==> src/gil_pkg.sv <==
// Package for the gauge initialisation and lifetime log register bank.
// Assumes a 100 MHz core clock and a word-wide command port in front.
package gil_pkg;

  // ----------------------------------------------------------------
  // Register command codes
  // ----------------------------------------------------------------
  localparam logic [7:0] GIL_TIME_UNTIL_EMPTY = 8'h03;
  localparam logic [7:0] GIL_SAMPLE_RESEED = 8'h04;
  localparam logic [7:0] GIL_TIME_UNTIL_FULL = 8'h05;
  localparam logic [7:0] GIL_PRESENT_RESEED = 8'h07;
  localparam logic [7:0] GIL_CELL_VOLTAGE = 8'h09;
  localparam logic [7:0] GIL_RELATIVE_CHARGE = 8'h0D;
  localparam logic [7:0] GIL_FINE_CHARGE = 8'h0F;
  localparam logic [7:0] GIL_POWER_MODE = 8'h15;
  localparam logic [7:0] GIL_CYCLE_COUNT = 8'h17;
  localparam logic [7:0] GIL_RUNTIME_LO = 8'h24;
  localparam logic [7:0] GIL_RUNTIME_HI = 8'h25;
  localparam logic [7:0] GIL_TEMP_ACC_LO = 8'h26;
  localparam logic [7:0] GIL_TEMP_ACC_HI = 8'h27;
  localparam logic [7:0] GIL_CHG_ACC_LO = 8'h28;
  localparam logic [7:0] GIL_CHG_ACC_HI = 8'h29;
  localparam logic [7:0] GIL_PEAK_VOLT = 8'h2A;
  localparam logic [7:0] GIL_LOW_VOLT = 8'h2B;
  localparam logic [7:0] GIL_PEAK_TEMP = 8'h2C;
  localparam logic [7:0] GIL_LOW_TEMP = 8'h2D;
  localparam logic [7:0] GIL_HEALTH = 8'h32;

  // ----------------------------------------------------------------
  // Command data, modes and reset values
  // ----------------------------------------------------------------
  localparam logic [15:0] GIL_SEED_KEY1 = 16'hAA55;
  localparam logic [15:0] GIL_SEED_KEY4 = 16'hAA58;
  localparam logic [15:0] GIL_MODE_OPER = 16'h0001;
  localparam logic [15:0] GIL_MODE_SLEEP = 16'h0002;
  localparam logic [15:0] GIL_HEALTH_RST = 16'h0064;
  localparam logic [15:0] GIL_FULL_PCT = 16'h0064;
  localparam logic [15:0] GIL_TEMP_DIV = 16'h0014;
  localparam logic [23:0] GIL_RUNTIME_MAX = 24'hFFFFFF;
  localparam logic [31:0] GIL_ACC_MAX = 32'hFFFFFFFF;
  localparam int GIL_NUM_SAMPLES = 4;

  // ----------------------------------------------------------------
  // Timing
  // ----------------------------------------------------------------
  localparam longint GIL_CLK_HZ = 100000000;
  localparam longint GIL_SAMPLE_MS = 10;
  localparam longint GIL_MINUTE_S = 60;
  localparam longint GIL_SAMPLE_CYCLES = GIL_SAMPLE_MS * GIL_CLK_HZ / 1000;
  localparam longint GIL_MINUTE_CYCLES = GIL_MINUTE_S * GIL_CLK_HZ;

  typedef enum logic [0:0] {GIL_SMP_IDLE, GIL_SMP_RUN} gil_smp_state_t;

endpackage

==> src/gil_registers.sv <==
// Initialisation commands, reports and lifetime log registers of a gauge.
// Assumes a command-layer word port (code, 16-bit data, strobes) decoded from
// the serial bus, and the gauging core supplying estimates and measurements.
`timescale 1ns/100ps
`default_nettype none
module gil_registers import gil_pkg::*; #(
  parameter longint SAMPLE_CYCLES = GIL_SAMPLE_CYCLES,
  parameter longint MINUTE_CYCLES = GIL_MINUTE_CYCLES
) (
  input wire logic clk,
  input wire logic rst_b,
  input wire logic [7:0] cmd_code,
  input wire logic [15:0] cmd_wdata,
  input wire logic cmd_wr,
  input wire logic cmd_rd,
  output logic [15:0] cmd_rdata,
  input wire logic battery_insert,
  input wire logic [15:0] cell_voltage_mv,
  input wire logic [15:0] cell_temperature,
  input wire logic [15:0] est_relative_charge,
  input wire logic [15:0] est_fine_charge,
  input wire logic [15:0] est_time_empty,
  input wire logic [15:0] est_time_full,
  input wire logic [15:0] est_health,
  output logic reseed_valid,
  output logic [15:0] open_circuit_voltage,
  output logic operational
);

  // ----------------------------------------------------------------
  // Write decode
  // ----------------------------------------------------------------
  // Strobe and code are passed in so the wires below follow every change of them
  function automatic logic hit(input logic wr, input logic [7:0] code, input logic [7:0] want);
    hit = wr && (code == want);
  endfunction

  wire logic wr_mode = hit(cmd_wr, cmd_code, GIL_POWER_MODE);
  wire logic wr_charge = hit(cmd_wr, cmd_code, GIL_RELATIVE_CHARGE);
  wire logic wr_rt_lo = hit(cmd_wr, cmd_code, GIL_RUNTIME_LO);
  wire logic wr_rt_hi = hit(cmd_wr, cmd_code, GIL_RUNTIME_HI);
  wire logic wr_ta_lo = hit(cmd_wr, cmd_code, GIL_TEMP_ACC_LO);
  wire logic wr_ta_hi = hit(cmd_wr, cmd_code, GIL_TEMP_ACC_HI);
  wire logic wr_ca_lo = hit(cmd_wr, cmd_code, GIL_CHG_ACC_LO);
  wire logic wr_ca_hi = hit(cmd_wr, cmd_code, GIL_CHG_ACC_HI);
  wire logic sample_cmd = hit(cmd_wr, cmd_code, GIL_SAMPLE_RESEED)
    && (cmd_wdata >= GIL_SEED_KEY1) && (cmd_wdata <= GIL_SEED_KEY4);
  wire logic present_cmd = hit(cmd_wr, cmd_code, GIL_PRESENT_RESEED)
    && (cmd_wdata == GIL_SEED_KEY1);
  wire logic [1:0] sample_sel = cmd_wdata[1:0] - GIL_SEED_KEY1[1:0];

  // ----------------------------------------------------------------
  // Power mode and minute base
  // ----------------------------------------------------------------
  logic [15:0] mode_reg;
  logic [32:0] minute_cnt_reg;
  logic minute_tick;

  // Other mode values are stored but only value one runs the block
  assign operational = (mode_reg == GIL_MODE_OPER);
  // Counter holds in sleep so a minute is not shortened by a nap
  assign minute_tick = operational && (minute_cnt_reg == 33'(MINUTE_CYCLES - 1));

  always_ff @(posedge clk or negedge rst_b) begin
    if (!rst_b) begin
      mode_reg <= GIL_MODE_OPER;
      minute_cnt_reg <= '0;
    end else begin
      if (wr_mode) mode_reg <= cmd_wdata;
      if (minute_tick) minute_cnt_reg <= '0;
      else if (operational) minute_cnt_reg <= minute_cnt_reg + 33'd1;
    end
  end

  // ----------------------------------------------------------------
  // Post-insertion sampling
  // ----------------------------------------------------------------
  gil_smp_state_t smp_state_reg;
  logic [19:0] smp_cnt_reg;
  logic [1:0] smp_idx_reg;
  logic [15:0] sample_mem [GIL_NUM_SAMPLES];
  wire logic smp_take = (smp_state_reg == GIL_SMP_RUN)
    && (smp_cnt_reg == 20'(SAMPLE_CYCLES - 1));

  // Samples are taken 10 ms, 20 ms, 30 ms and 40 ms after insertion
  always_ff @(posedge clk or negedge rst_b) begin
    if (!rst_b) begin
      smp_state_reg <= GIL_SMP_IDLE;
      smp_cnt_reg <= '0;
      smp_idx_reg <= '0;
    end else begin
      case (smp_state_reg)
        GIL_SMP_IDLE: begin
          if (battery_insert) smp_state_reg <= GIL_SMP_RUN;
          smp_cnt_reg <= '0;
          smp_idx_reg <= '0;
        end
        GIL_SMP_RUN: begin
          smp_cnt_reg <= smp_take ? 20'd0 : smp_cnt_reg + 20'd1;
          if (smp_take) begin
            smp_idx_reg <= smp_idx_reg + 2'd1;
            if (smp_idx_reg == 2'(GIL_NUM_SAMPLES - 1)) smp_state_reg <= GIL_SMP_IDLE;
          end
        end
        default: smp_state_reg <= GIL_SMP_IDLE;
      endcase
    end
  end

  // Sample store, one slot per sampling instant
  genvar gi;
  generate
    for (gi = 0; gi < GIL_NUM_SAMPLES; gi++) begin : g_smp
      always_ff @(posedge clk or negedge rst_b) begin
        if (!rst_b) sample_mem[gi] <= '0;
        else if (smp_take && smp_idx_reg == 2'(gi)) sample_mem[gi] <= cell_voltage_mv;
      end
    end
  endgenerate

  // ----------------------------------------------------------------
  // Reseed requests to the gauging core
  // ----------------------------------------------------------------
  wire logic auto_seed = smp_take && (smp_idx_reg == 2'd0);

  // Host commands win over the automatic seed landing in the same cycle
  always_ff @(posedge clk or negedge rst_b) begin
    if (!rst_b) begin
      reseed_valid <= 1'b0;
      open_circuit_voltage <= '0;
    end else begin
      reseed_valid <= sample_cmd || present_cmd || auto_seed;
      if (sample_cmd) open_circuit_voltage <= sample_mem[sample_sel];
      else if (present_cmd) open_circuit_voltage <= cell_voltage_mv;
      else if (auto_seed) open_circuit_voltage <= cell_voltage_mv;
    end
  end

  // ----------------------------------------------------------------
  // Reports
  // ----------------------------------------------------------------
  logic [15:0] charge_reg, fine_reg, tte_reg, ttf_reg, health_reg;
  logic forced_reg;
  wire logic charge_above = charge_reg > est_relative_charge;

  // A forced value walks one percent per minute back to the estimate
  always_ff @(posedge clk or negedge rst_b) begin
    if (!rst_b) begin
      charge_reg <= '0;
      forced_reg <= 1'b0;
      fine_reg <= '0;
      tte_reg <= '0;
      ttf_reg <= '0;
      health_reg <= GIL_HEALTH_RST;
    end else if (wr_charge) begin
      charge_reg <= cmd_wdata;
      forced_reg <= 1'b1;
    end else if (operational) begin
      fine_reg <= est_fine_charge;
      tte_reg <= est_time_empty;
      ttf_reg <= est_time_full;
      health_reg <= est_health;
      if (!forced_reg || charge_reg == est_relative_charge) begin
        charge_reg <= est_relative_charge;
        forced_reg <= 1'b0;
      end else if (minute_tick) begin
        charge_reg <= charge_above ? charge_reg - 16'd1 : charge_reg + 16'd1;
      end
    end
  end

  // ----------------------------------------------------------------
  // Cycle counter
  // ----------------------------------------------------------------
  logic [15:0] cycles_reg, drop_reg, prev_charge_reg;
  wire logic charge_fell = operational && (charge_reg < prev_charge_reg) && !wr_charge;
  wire logic [15:0] drop_sum = drop_reg + (charge_fell ? prev_charge_reg - charge_reg : 16'd0);

  // Host writes to the charge are not counted as a decrease
  always_ff @(posedge clk or negedge rst_b) begin
    if (!rst_b) begin
      cycles_reg <= '0;
      drop_reg <= '0;
      prev_charge_reg <= '0;
    end else begin
      prev_charge_reg <= wr_charge ? cmd_wdata : charge_reg;
      if (battery_insert) begin
        cycles_reg <= '0;
        drop_reg <= '0;
      end else if (drop_sum >= GIL_FULL_PCT) begin
        cycles_reg <= cycles_reg + 16'd1;
        drop_reg <= drop_sum - GIL_FULL_PCT;
      end else begin
        drop_reg <= drop_sum;
      end
    end
  end

  // ----------------------------------------------------------------
  // Runtime and accumulators
  // ----------------------------------------------------------------
  logic [23:0] runtime_reg;
  logic [31:0] temp_acc_reg, chg_acc_reg;
  wire logic [32:0] temp_sum = {1'b0, temp_acc_reg} + 33'(cell_temperature / GIL_TEMP_DIV);
  wire logic [32:0] chg_sum = {1'b0, chg_acc_reg} + 33'(charge_reg);

  // Sums clamp at all ones so a late carry cannot wrap to a small value
  always_ff @(posedge clk or negedge rst_b) begin
    if (!rst_b) begin
      runtime_reg <= '0;
      temp_acc_reg <= '0;
      chg_acc_reg <= '0;
    end else begin
      if (battery_insert) runtime_reg <= '0;
      else if (wr_rt_lo) runtime_reg[15:0] <= cmd_wdata;
      else if (wr_rt_hi) runtime_reg[23:16] <= cmd_wdata[7:0];
      else if (minute_tick && runtime_reg != GIL_RUNTIME_MAX)
        runtime_reg <= runtime_reg + 24'd1;
      if (wr_ta_lo) temp_acc_reg[15:0] <= cmd_wdata;
      else if (wr_ta_hi) temp_acc_reg[31:16] <= cmd_wdata;
      else if (minute_tick)
        temp_acc_reg <= temp_sum[32] ? GIL_ACC_MAX : temp_sum[31:0];
      if (wr_ca_lo) chg_acc_reg[15:0] <= cmd_wdata;
      else if (wr_ca_hi) chg_acc_reg[31:16] <= cmd_wdata;
      else if (minute_tick)
        chg_acc_reg <= chg_sum[32] ? GIL_ACC_MAX : chg_sum[31:0];
    end
  end

  // ----------------------------------------------------------------
  // Min and max trackers
  // ----------------------------------------------------------------
  logic [15:0] vmax_reg, vmin_reg, tmax_reg, tmin_reg;

  // Low trackers reset high so the first reading always lands
  always_ff @(posedge clk or negedge rst_b) begin
    if (!rst_b) begin
      vmax_reg <= '0;
      vmin_reg <= 16'hFFFF;
      tmax_reg <= '0;
      tmin_reg <= 16'hFFFF;
    end else begin
      if (hit(cmd_wr, cmd_code, GIL_PEAK_VOLT)) vmax_reg <= cmd_wdata;
      else if (operational && cell_voltage_mv > vmax_reg) vmax_reg <= cell_voltage_mv;
      if (hit(cmd_wr, cmd_code, GIL_LOW_VOLT)) vmin_reg <= cmd_wdata;
      else if (operational && cell_voltage_mv < vmin_reg) vmin_reg <= cell_voltage_mv;
      if (hit(cmd_wr, cmd_code, GIL_PEAK_TEMP)) tmax_reg <= cmd_wdata;
      else if (operational && cell_temperature > tmax_reg) tmax_reg <= cell_temperature;
      if (hit(cmd_wr, cmd_code, GIL_LOW_TEMP)) tmin_reg <= cmd_wdata;
      else if (operational && cell_temperature < tmin_reg) tmin_reg <= cell_temperature;
    end
  end

  // ----------------------------------------------------------------
  // Read path
  // ----------------------------------------------------------------
  logic [15:0] rd_mux;

  // Write-only command codes and unknown codes read as zero
  always_comb begin
    if (cmd_code == GIL_TIME_UNTIL_EMPTY) rd_mux = tte_reg;
    else if (cmd_code == GIL_TIME_UNTIL_FULL) rd_mux = ttf_reg;
    else if (cmd_code == GIL_CELL_VOLTAGE) rd_mux = cell_voltage_mv;
    else if (cmd_code == GIL_RELATIVE_CHARGE) rd_mux = charge_reg;
    else if (cmd_code == GIL_FINE_CHARGE) rd_mux = fine_reg;
    else if (cmd_code == GIL_POWER_MODE) rd_mux = mode_reg;
    else if (cmd_code == GIL_CYCLE_COUNT) rd_mux = cycles_reg;
    else if (cmd_code == GIL_RUNTIME_LO) rd_mux = runtime_reg[15:0];
    else if (cmd_code == GIL_RUNTIME_HI) rd_mux = {8'h00, runtime_reg[23:16]};
    else if (cmd_code == GIL_TEMP_ACC_LO) rd_mux = temp_acc_reg[15:0];
    else if (cmd_code == GIL_TEMP_ACC_HI) rd_mux = temp_acc_reg[31:16];
    else if (cmd_code == GIL_CHG_ACC_LO) rd_mux = chg_acc_reg[15:0];
    else if (cmd_code == GIL_CHG_ACC_HI) rd_mux = chg_acc_reg[31:16];
    else if (cmd_code == GIL_PEAK_VOLT) rd_mux = vmax_reg;
    else if (cmd_code == GIL_LOW_VOLT) rd_mux = vmin_reg;
    else if (cmd_code == GIL_PEAK_TEMP) rd_mux = tmax_reg;
    else if (cmd_code == GIL_LOW_TEMP) rd_mux = tmin_reg;
    else if (cmd_code == GIL_HEALTH) rd_mux = health_reg;
    else rd_mux = 16'h0000;
  end

  // Read data holds until the next read strobe
  always_ff @(posedge clk or negedge rst_b) begin
    if (!rst_b) cmd_rdata <= '0;
    else if (cmd_rd) cmd_rdata <= rd_mux;
  end
endmodule
`default_nettype wire

==> config.mk <==
export PLATFORM = sky130hd
export DESIGN_NAME = gil_registers
export DESIGN_NICKNAME = d
export VERILOG_FILES = /design/src/gil_pkg.sv /design/src/gil_registers.sv
export SDC_FILE = /design/constraint.sdc
export NUM_CORES = 1
export LEC_CHECK = 0
export BUFFER_PORTS_ARGS = -buffer_cell sky130_fd_sc_hd__buf_2
export CORE_ASPECT_RATIO = 1.25
export CORE_MARGIN = 1.5
export CORE_UTILIZATION = 60
export CTS_CLUSTER_SIZE = 30
export DETAILED_ROUTE_END_ITERATION = 6
export PLACE_DENSITY = 0.85
export REMOVE_ABC_BUFFERS = 1
export SETUP_SLACK_MARGIN = 0.5
export SLEW_MARGIN = 40
export SYNTH_ARGS = -nofsm -noshare
export SYNTH_HDL_FRONTEND = slang
export SYNTH_SLANG_ARGS = --single-unit
==> constraint.sdc <==
create_clock -name clk -period 11.43 [get_ports clk]
set_input_delay 2.286 -clock clk [delete_from_list [all_inputs] [get_ports clk]]
set_output_delay 2.286 -clock clk [all_outputs]
set_load 0.03 [all_outputs]
# ---- Word-level counts from Yosys, hierarchy flattened
# Cells that the tools add are included.
dict set report word_totals {
  ff_bits 450
  latch_bits 0
  ramBits 0
  romBits 0
  input_bits 141
  out_inout_bits 34
  wordCells 227
  n_memories 0
}
dict set report classes {
  n_addsub 13
  multipliers 0
  div 1
  n_lt_le_gt_ge 10
  n_eq_ne 34
  shift 0
  mux 72
  n_bitwise 5
  n_reduce_logical 61
}
# operator n
set op_table {}
lappend op_table {{16-bit 2-to-1 mux} 50}
lappend op_table {{32-bit 2-to-1 mux} 4}
lappend op_table {{8-bit by 6-bit == test with 1-bit output, second input constant} 11}
lappend op_table {{33-bit 2-to-1 mux} 2}
lappend op_table {{16-bit greater-than comparator} 3}
lappend op_table {{16-bit less-than comparator} 3}
lappend op_table {{24-bit 2-to-1 mux} 2}
lappend op_table {{20-bit one-hot mux with 2 select lines} 1}
lappend op_table {{32-bit by 16-bit adder with 33-bit output} 1}
lappend op_table {{32-bit by 33-bit adder with 33-bit output} 1}
lappend op_table {{33-bit by 1-bit adder with 33-bit output, second input constant} 1}
lappend op_table {{16-bit by 5-bit divider with 33-bit output, second input constant} 1}
lappend op_table {{33-bit == test, second input constant} 1}
lappend op_table {{16-bit by 1-bit adder with 16-bit output, second input constant} 2}
lappend op_table {{16-bit binary-select mux with 2-bit select} 1}
lappend op_table {{1-bit logical AND} 30}
lappend op_table {{24-bit by 1-bit adder with 24-bit output, second input constant} 1}
lappend op_table {{8-bit by 3-bit == test with 1-bit output, second input constant} 3}
lappend op_table {{8-bit by 4-bit == test with 1-bit output, second input constant} 3}
lappend op_table {{24-bit != test, second input constant} 1}
lappend op_table {{2-bit nonzero test} 12}
lappend op_table {{20-bit by 1-bit adder with 20-bit output, second input constant} 1}
lappend op_table {{20-bit == test, second input constant} 1}
lappend op_table {{20-bit 2-to-1 mux} 1}
lappend op_table {{other kinds (32)} 59}

# ---- Logic depth before layout (Yosys ltp)
dict set report depth {
  word_depth 19
  depth_mapped 59
  depth_no_buf 52
}

# ---- Worst setup path after synthesis
# OpenSTA, ideal clock, no wires.
dict set report synth_path {
  path_type {input-to-reg}
  startpoint {input port cell_temperature[14]}
  endpoint {register temp_acc_reg[26]}
  setup_time_ns 0.137
  arrival_ns 13.213
  required_time_ns 11.293
  slack_ns -1.920
  path_stages 55
  path_buffers 7
  path_cell_list {buf_2 nor2_1 inv_1 ha_1 nand2b_1 o211a_1 or3b_1 buf_2 a211oi_2 and3b_1 or3_4 a2111oi_4 and2_1 a211o_2 o221ai_2 or3_1 buf_4 xnor2_4 [19 not listed] o21ai_0 a21oi_1 o21ai_0 nand2b_1 a21o_1 a21o_1 nand2_1 or2_2 nor2_1 nand3_1 or3_1 clkbuf_1 and2_1 clkbuf_1 clkbuf_1 o21ai_0 a21oi_1 a21oi_1}
}
dict set report synth_via {
  elab_chain_cells 5
}
# element line_no
set synth_lines {}
lappend synth_lines {{start: declaration} gil_registers.sv:19} ;# input wire logic [15:0] cell_temperature,
lappend synth_lines {{16-bit by 5-bit divider with 33-bit output} gil_registers.sv:204} ;# wire logic [32:0] temp_sum = {1'b0, temp_acc_reg} + 33'(cell_temperature / GIL_TEMP_DIV);
lappend synth_lines {{32-bit by 33-bit adder with 33-bit output} gil_registers.sv:204}
lappend synth_lines {{32-bit 2-to-1 mux} gil_registers.sv:222} ;# temp_acc_reg <= temp_sum[32] ? GIL_ACC_MAX : temp_sum[31:0];
lappend synth_lines {{32-bit 2-to-1 mux} gil_registers.sv:221} ;# else if (minute_tick)
lappend synth_lines {{16-bit 2-to-1 mux} gil_registers.sv:220} ;# else if (wr_ta_hi) temp_acc_reg[31:16] <= cmd_wdata;
lappend synth_lines {{end signal: assignment} gil_registers.sv:220}
lappend synth_lines {{end signal: assignment} gil_registers.sv:222}
lappend synth_lines {{end: declaration} gil_registers.sv:203} ;# logic [31:0] temp_acc_reg, chg_acc_reg;
# No other way between the ends. The select of a mux whose other input is x is not followed.
# A chain may end at the register's enable or synchronous reset.

# ---- Worst setup path after layout
dict set report layout_path {
  startpoint {input port cell_temperature[14]}
  endpoint {register temp_acc_reg[8]}
}
dict set report layout_via {
  elab_chain_cells 6
}
# element line_no
set layout_lines {}
lappend layout_lines {{16-bit by 5-bit divider with 33-bit output} gil_registers.sv:204}
lappend layout_lines {{32-bit by 33-bit adder with 33-bit output} gil_registers.sv:204}
lappend layout_lines {{32-bit 2-to-1 mux} gil_registers.sv:222}
lappend layout_lines {{32-bit 2-to-1 mux} gil_registers.sv:221}
lappend layout_lines {{16-bit 2-to-1 mux} gil_registers.sv:220}
lappend layout_lines {{16-bit 2-to-1 mux} gil_registers.sv:219} ;# if (wr_ta_lo) temp_acc_reg[15:0] <= cmd_wdata;
lappend layout_lines {{end signal: assignment} gil_registers.sv:219}
lappend layout_lines {{end signal: assignment} gil_registers.sv:222}
# No other way between the ends. The select of a mux whose other input is x is not followed.

==> impl_metrics.json <==
{
  "status": "finished with violations",
  "violations": "negative setup slack",
  "worstSetupStartpoint": "cell_temperature[14]",
  "drive_above_1_share": 0.245,
  "drv_cap": 0,
  "worst_pin_slew_ns": 0.953,
  "pwr-share-seq": 0.331,
  "hold_end": "minute_cnt_reg[6]",
  "holdPathStages": 1,
  "hp-class": "reg2reg",
  "synth_cell_type_count": 113,
  "min_period_ns": 12.19,
  "grt_pass1_vias": 29777,
  "rr_endpoint": "cycles_reg[15]",
  "drc_errors": 0,
  "clkLatencyLatePin_ns": 0.58,
  "async_flop_share": 1.00,
  "clock_skew_ns": 0.0213,
  "critPathSlowestCell": "or4_4",
  "peakVddDrop_uv": 165,
  "cp.required_ns": 11.88,
  "stdcell_count": 4526,
  "critPathMaxFanout": 5,
  "reg2reg_slack_ns": 2.99,
  "p_switching_mw": 2.41,
  "area_delta_synth_final_pct": 19.3,
  "die_x_um": 205,
  "intPower_mw": 4.06,
  "ios": 175,
  "grtUsageTotal": 0.411,
  "clkTransAtPathRegs_ns": 0.06,
  "final_nets": 4141,
  "io_buffers": 174,
  "place_area_um2": 33700,
  "timing.hold.ws_ns": 0.489,
  "final-hold-violation-count": 0,
  "ant_nets": 0,
  "crit_top_cell": "buf_6",
  "initial_core_util": 0.606,
  "overflow": 0,
  "fp.dieH_um": 255,
  "synth_edf_count": 0,
  "p_comb_frac": 0.411,
  "rows": 92,
  "fin_ws_ns": -0.760,
  "arrival_ns": 12.64,
  "swShare": 0.373,
  "tritoncts": "done",
  "worst-r2r-cell-count": 39,
  "relSlewSlack": 0.359,
  "power_density_nw_per_um2": 178,
  "root_buffer": "clkbuf_16",
  "startpoint_type": "primary input",
  "syn-cell-area_um2": 30600,
  "clkPwrFrac": 0.259,
  "worstSetupPathType": "in2reg",
  "clock_path_buffers": 3,
  "cp-end-kind": "flop",
  "fillers": 3537,
  "synth.yosys.seq_area_share": 0.370,
  "syn_inst": 3479,
  "p_leak_nw": 16.4,
  "htree_levels": 2,
  "multi_input_area_um2": 18400,
  "post-route-period-util": 1.07,
  "placed_cells": 4386,
  "reg2reg_from": "charge_reg[1]",
  "dr.first_iter.drc_count": 3325,
  "ys.flop_type": "dfrtp_1",
  "grt_max_degree": 76,
  "postRouteWirelength_mm": 109,
  "ys_ff_latch": 450,
  "syn_avg_cell_area_um2": 8.78,
  "die-area_um2": 52300,
  "stdcell_area_um2": 36500,
  "wl_per_cell_um": 24.1,
  "hold_start": "minute_cnt_reg[6]",
  "cts_buffers": 45,
  "grt_antenna_before_repair": 8,
  "dp_hpwl_mm": 72.6,
  "largest_register_ffs": 64,
  "vias": 30359,
  "slew_viol_final": 0,
  "vias_per_cell": 6.71,
  "place_congestion": 1.03,
  "register_area_um2": 11300,
  "rsz0062_at_grt": "true",
  "fmax_mhz": 82.0,
  "design_power_total_mw": 6.48,
  "fp.coreArea_um2": 50400,
  "ys.warnings.count": 0,
  "cp_slowest_stage_delay_ns": 0.54,
  "setup_viol": 32,
  "cts_sinks": 450,
  "dr.pass1.iters": 7,
  "grt_pass1_wl_mm": 167
}
==> repair_timing <==
item | in CTS | in global routing
cloned | 1 | 0
hold buffers | 0 | 0
resized for setup | 100 | 71
setup endpoints to repair | 32 | 32
pin swaps | 63 | 53
setup buffers | 32 | 19
==> final cells by class <==
cell class              instances  area share
clock buffers                  60      0.0355
inverters                     204      0.0211
clock inverters                22     0.00968
repair buffers                495      0.0955
flip-flops and latches        450       0.310
multi-input cells            2634       0.505
diodes                          3    0.000206
well taps                     658      0.0226
==> cell families (layout without fill, tap and decap cells) <==
logic type / count (synthesis) / count (layout) / synth area share
buf+inv: 395 / 781 / 0.0500
simple gates: 1096 / 1096 / 0.173
compound gates: 978 / 978 / 0.201
mux: 243 / 243 / 0.0921
flops: 450 / 450 / 0.370
fa+ha+maj: 173 / 173 / 0.0719
other cells: 0 / 3 / 0
xor+xnor: 144 / 144 / 0.0419
==> placed cells by master, fill, tap and decap left out, drive strengths merged, types with 11 or more instances in the layout <==
cell type  count
nand3        121
buf          494
nor3          53
o22ai         25
nand4         48
xnor2         97
dfrtp        414
a211oi        22
and3          45
nand2b        43
xor2          47
nor2b         34
mux4          16
dfstp         36
o21bai        22
a22oi         60
a21o          23
nor4          21
a221oi        23
or3           24
mux2i         83
or2           16
clkbuf        61
o31ai         11
ha           165
a21boi        14
a21oi        281
nand2        338
a31oi         33
and2          24
o211ai        37
nor2         278
o21ai        304
mux2         144
a222oi        18
inv          205
o32ai         16
==> worst max-delay path: cells and delay by family <==
| family | cells | cell delay [ns] |
|---|---|---|
| buf+inv | 21 | 1.98 |
| xor+xnor | 1 | 0.13 |
| compound gates | 11 | 2.05 |
| simple gates | 19 | 4.56 |
| fa+ha+maj | 3 | 0.60 |
| mux | 3 | 1.02 |
==> per-stage QoR <==
| stage | setup WS, ns | setup TNS (ns) | utilization |
|---|---|---|---|
| after detailed placement | -1.80 | -54.22 | 0.668 |
| after global routing | -1.13 | -30.87 | 0.723 |
| after global placement | -1.47 | -43.46 | 0.666 |
| after CTS | -0.439 | -12.42 | 0.712 |
| after floorplan | -1.99 | -58.89 | - |
| final | -0.760 | -17.89 | 0.723 |
==> power by group through the flow <==
stage | clock network, mW | registers [mW] | logic (mW)
global placement | 0 | 2.13 | 2.26
finish | 1.67 | 2.14 | 2.66
floorplan | 0 | 2.03 | 1.61
CTS | 1.67 | 2.12 | 2.50
global route | 1.73 | 2.15 | 2.91
detailed placement | 0 | 2.14 | 2.36
==> Yosys cell counts (13+ instances only) <==
library cell | n | share of area
nor2_1 | 275 | 0.034
inv_1 | 200 | 0.025
a21boi_0 | 13 | 0.0032
nand4_1 | 48 | 0.0098
nor2b_1 | 34 | 0.0070
nand3_1 | 118 | 0.019
and2_1 | 22 | 0.0045
a21o_1 | 23 | 0.0057
o21bai_1 | 22 | 0.0054
dfstp_2 | 36 | 0.031
mux2i_1 | 83 | 0.027
clkbuf_1 | 170 | 0.021
mux4_2 | 16 | 0.012
and3_1 | 45 | 0.0092
nor3_1 | 52 | 0.0085
xor2_1 | 47 | 0.013
o21ai_0 | 300 | 0.049
o32ai_1 | 16 | 0.0046
xnor2_1 | 96 | 0.028
nand2b_1 | 42 | 0.0086
ha_1 | 165 | 0.068
or2_2 | 13 | 0.0027
a222oi_1 | 18 | 0.0059
a211oi_1 | 18 | 0.0044
o22ai_1 | 25 | 0.0051
mux2_2 | 143 | 0.053
a22oi_1 | 59 | 0.014
nand2_1 | 337 | 0.041
dfrtp_1 | 414 | 0.34
a31oi_1 | 33 | 0.0068
a221oi_1 | 23 | 0.0066
nor4_1 | 20 | 0.0041
o211ai_1 | 37 | 0.0091
a21oi_1 | 280 | 0.046
or3_1 | 23 | 0.0047
==> layer usage <==
layer	wire length, um	part of all wire	global-route usage
met5	38	0.00035	0
met4	10600	0.098	0.343
met3	12100	0.11	0.0987
met2	48600	0.45	0.632
met1	37700	0.35	0.485
==> worst max-delay path by stage <==
stage                            end
floorplan           temp_acc_reg[21]
detailed placement  temp_acc_reg[13]
global placement    temp_acc_reg[22]
finish               temp_acc_reg[8]
CTS                 temp_acc_reg[16]
global route        temp_acc_reg[31]
No activity file was read; power rests on OpenSTA's default activity.
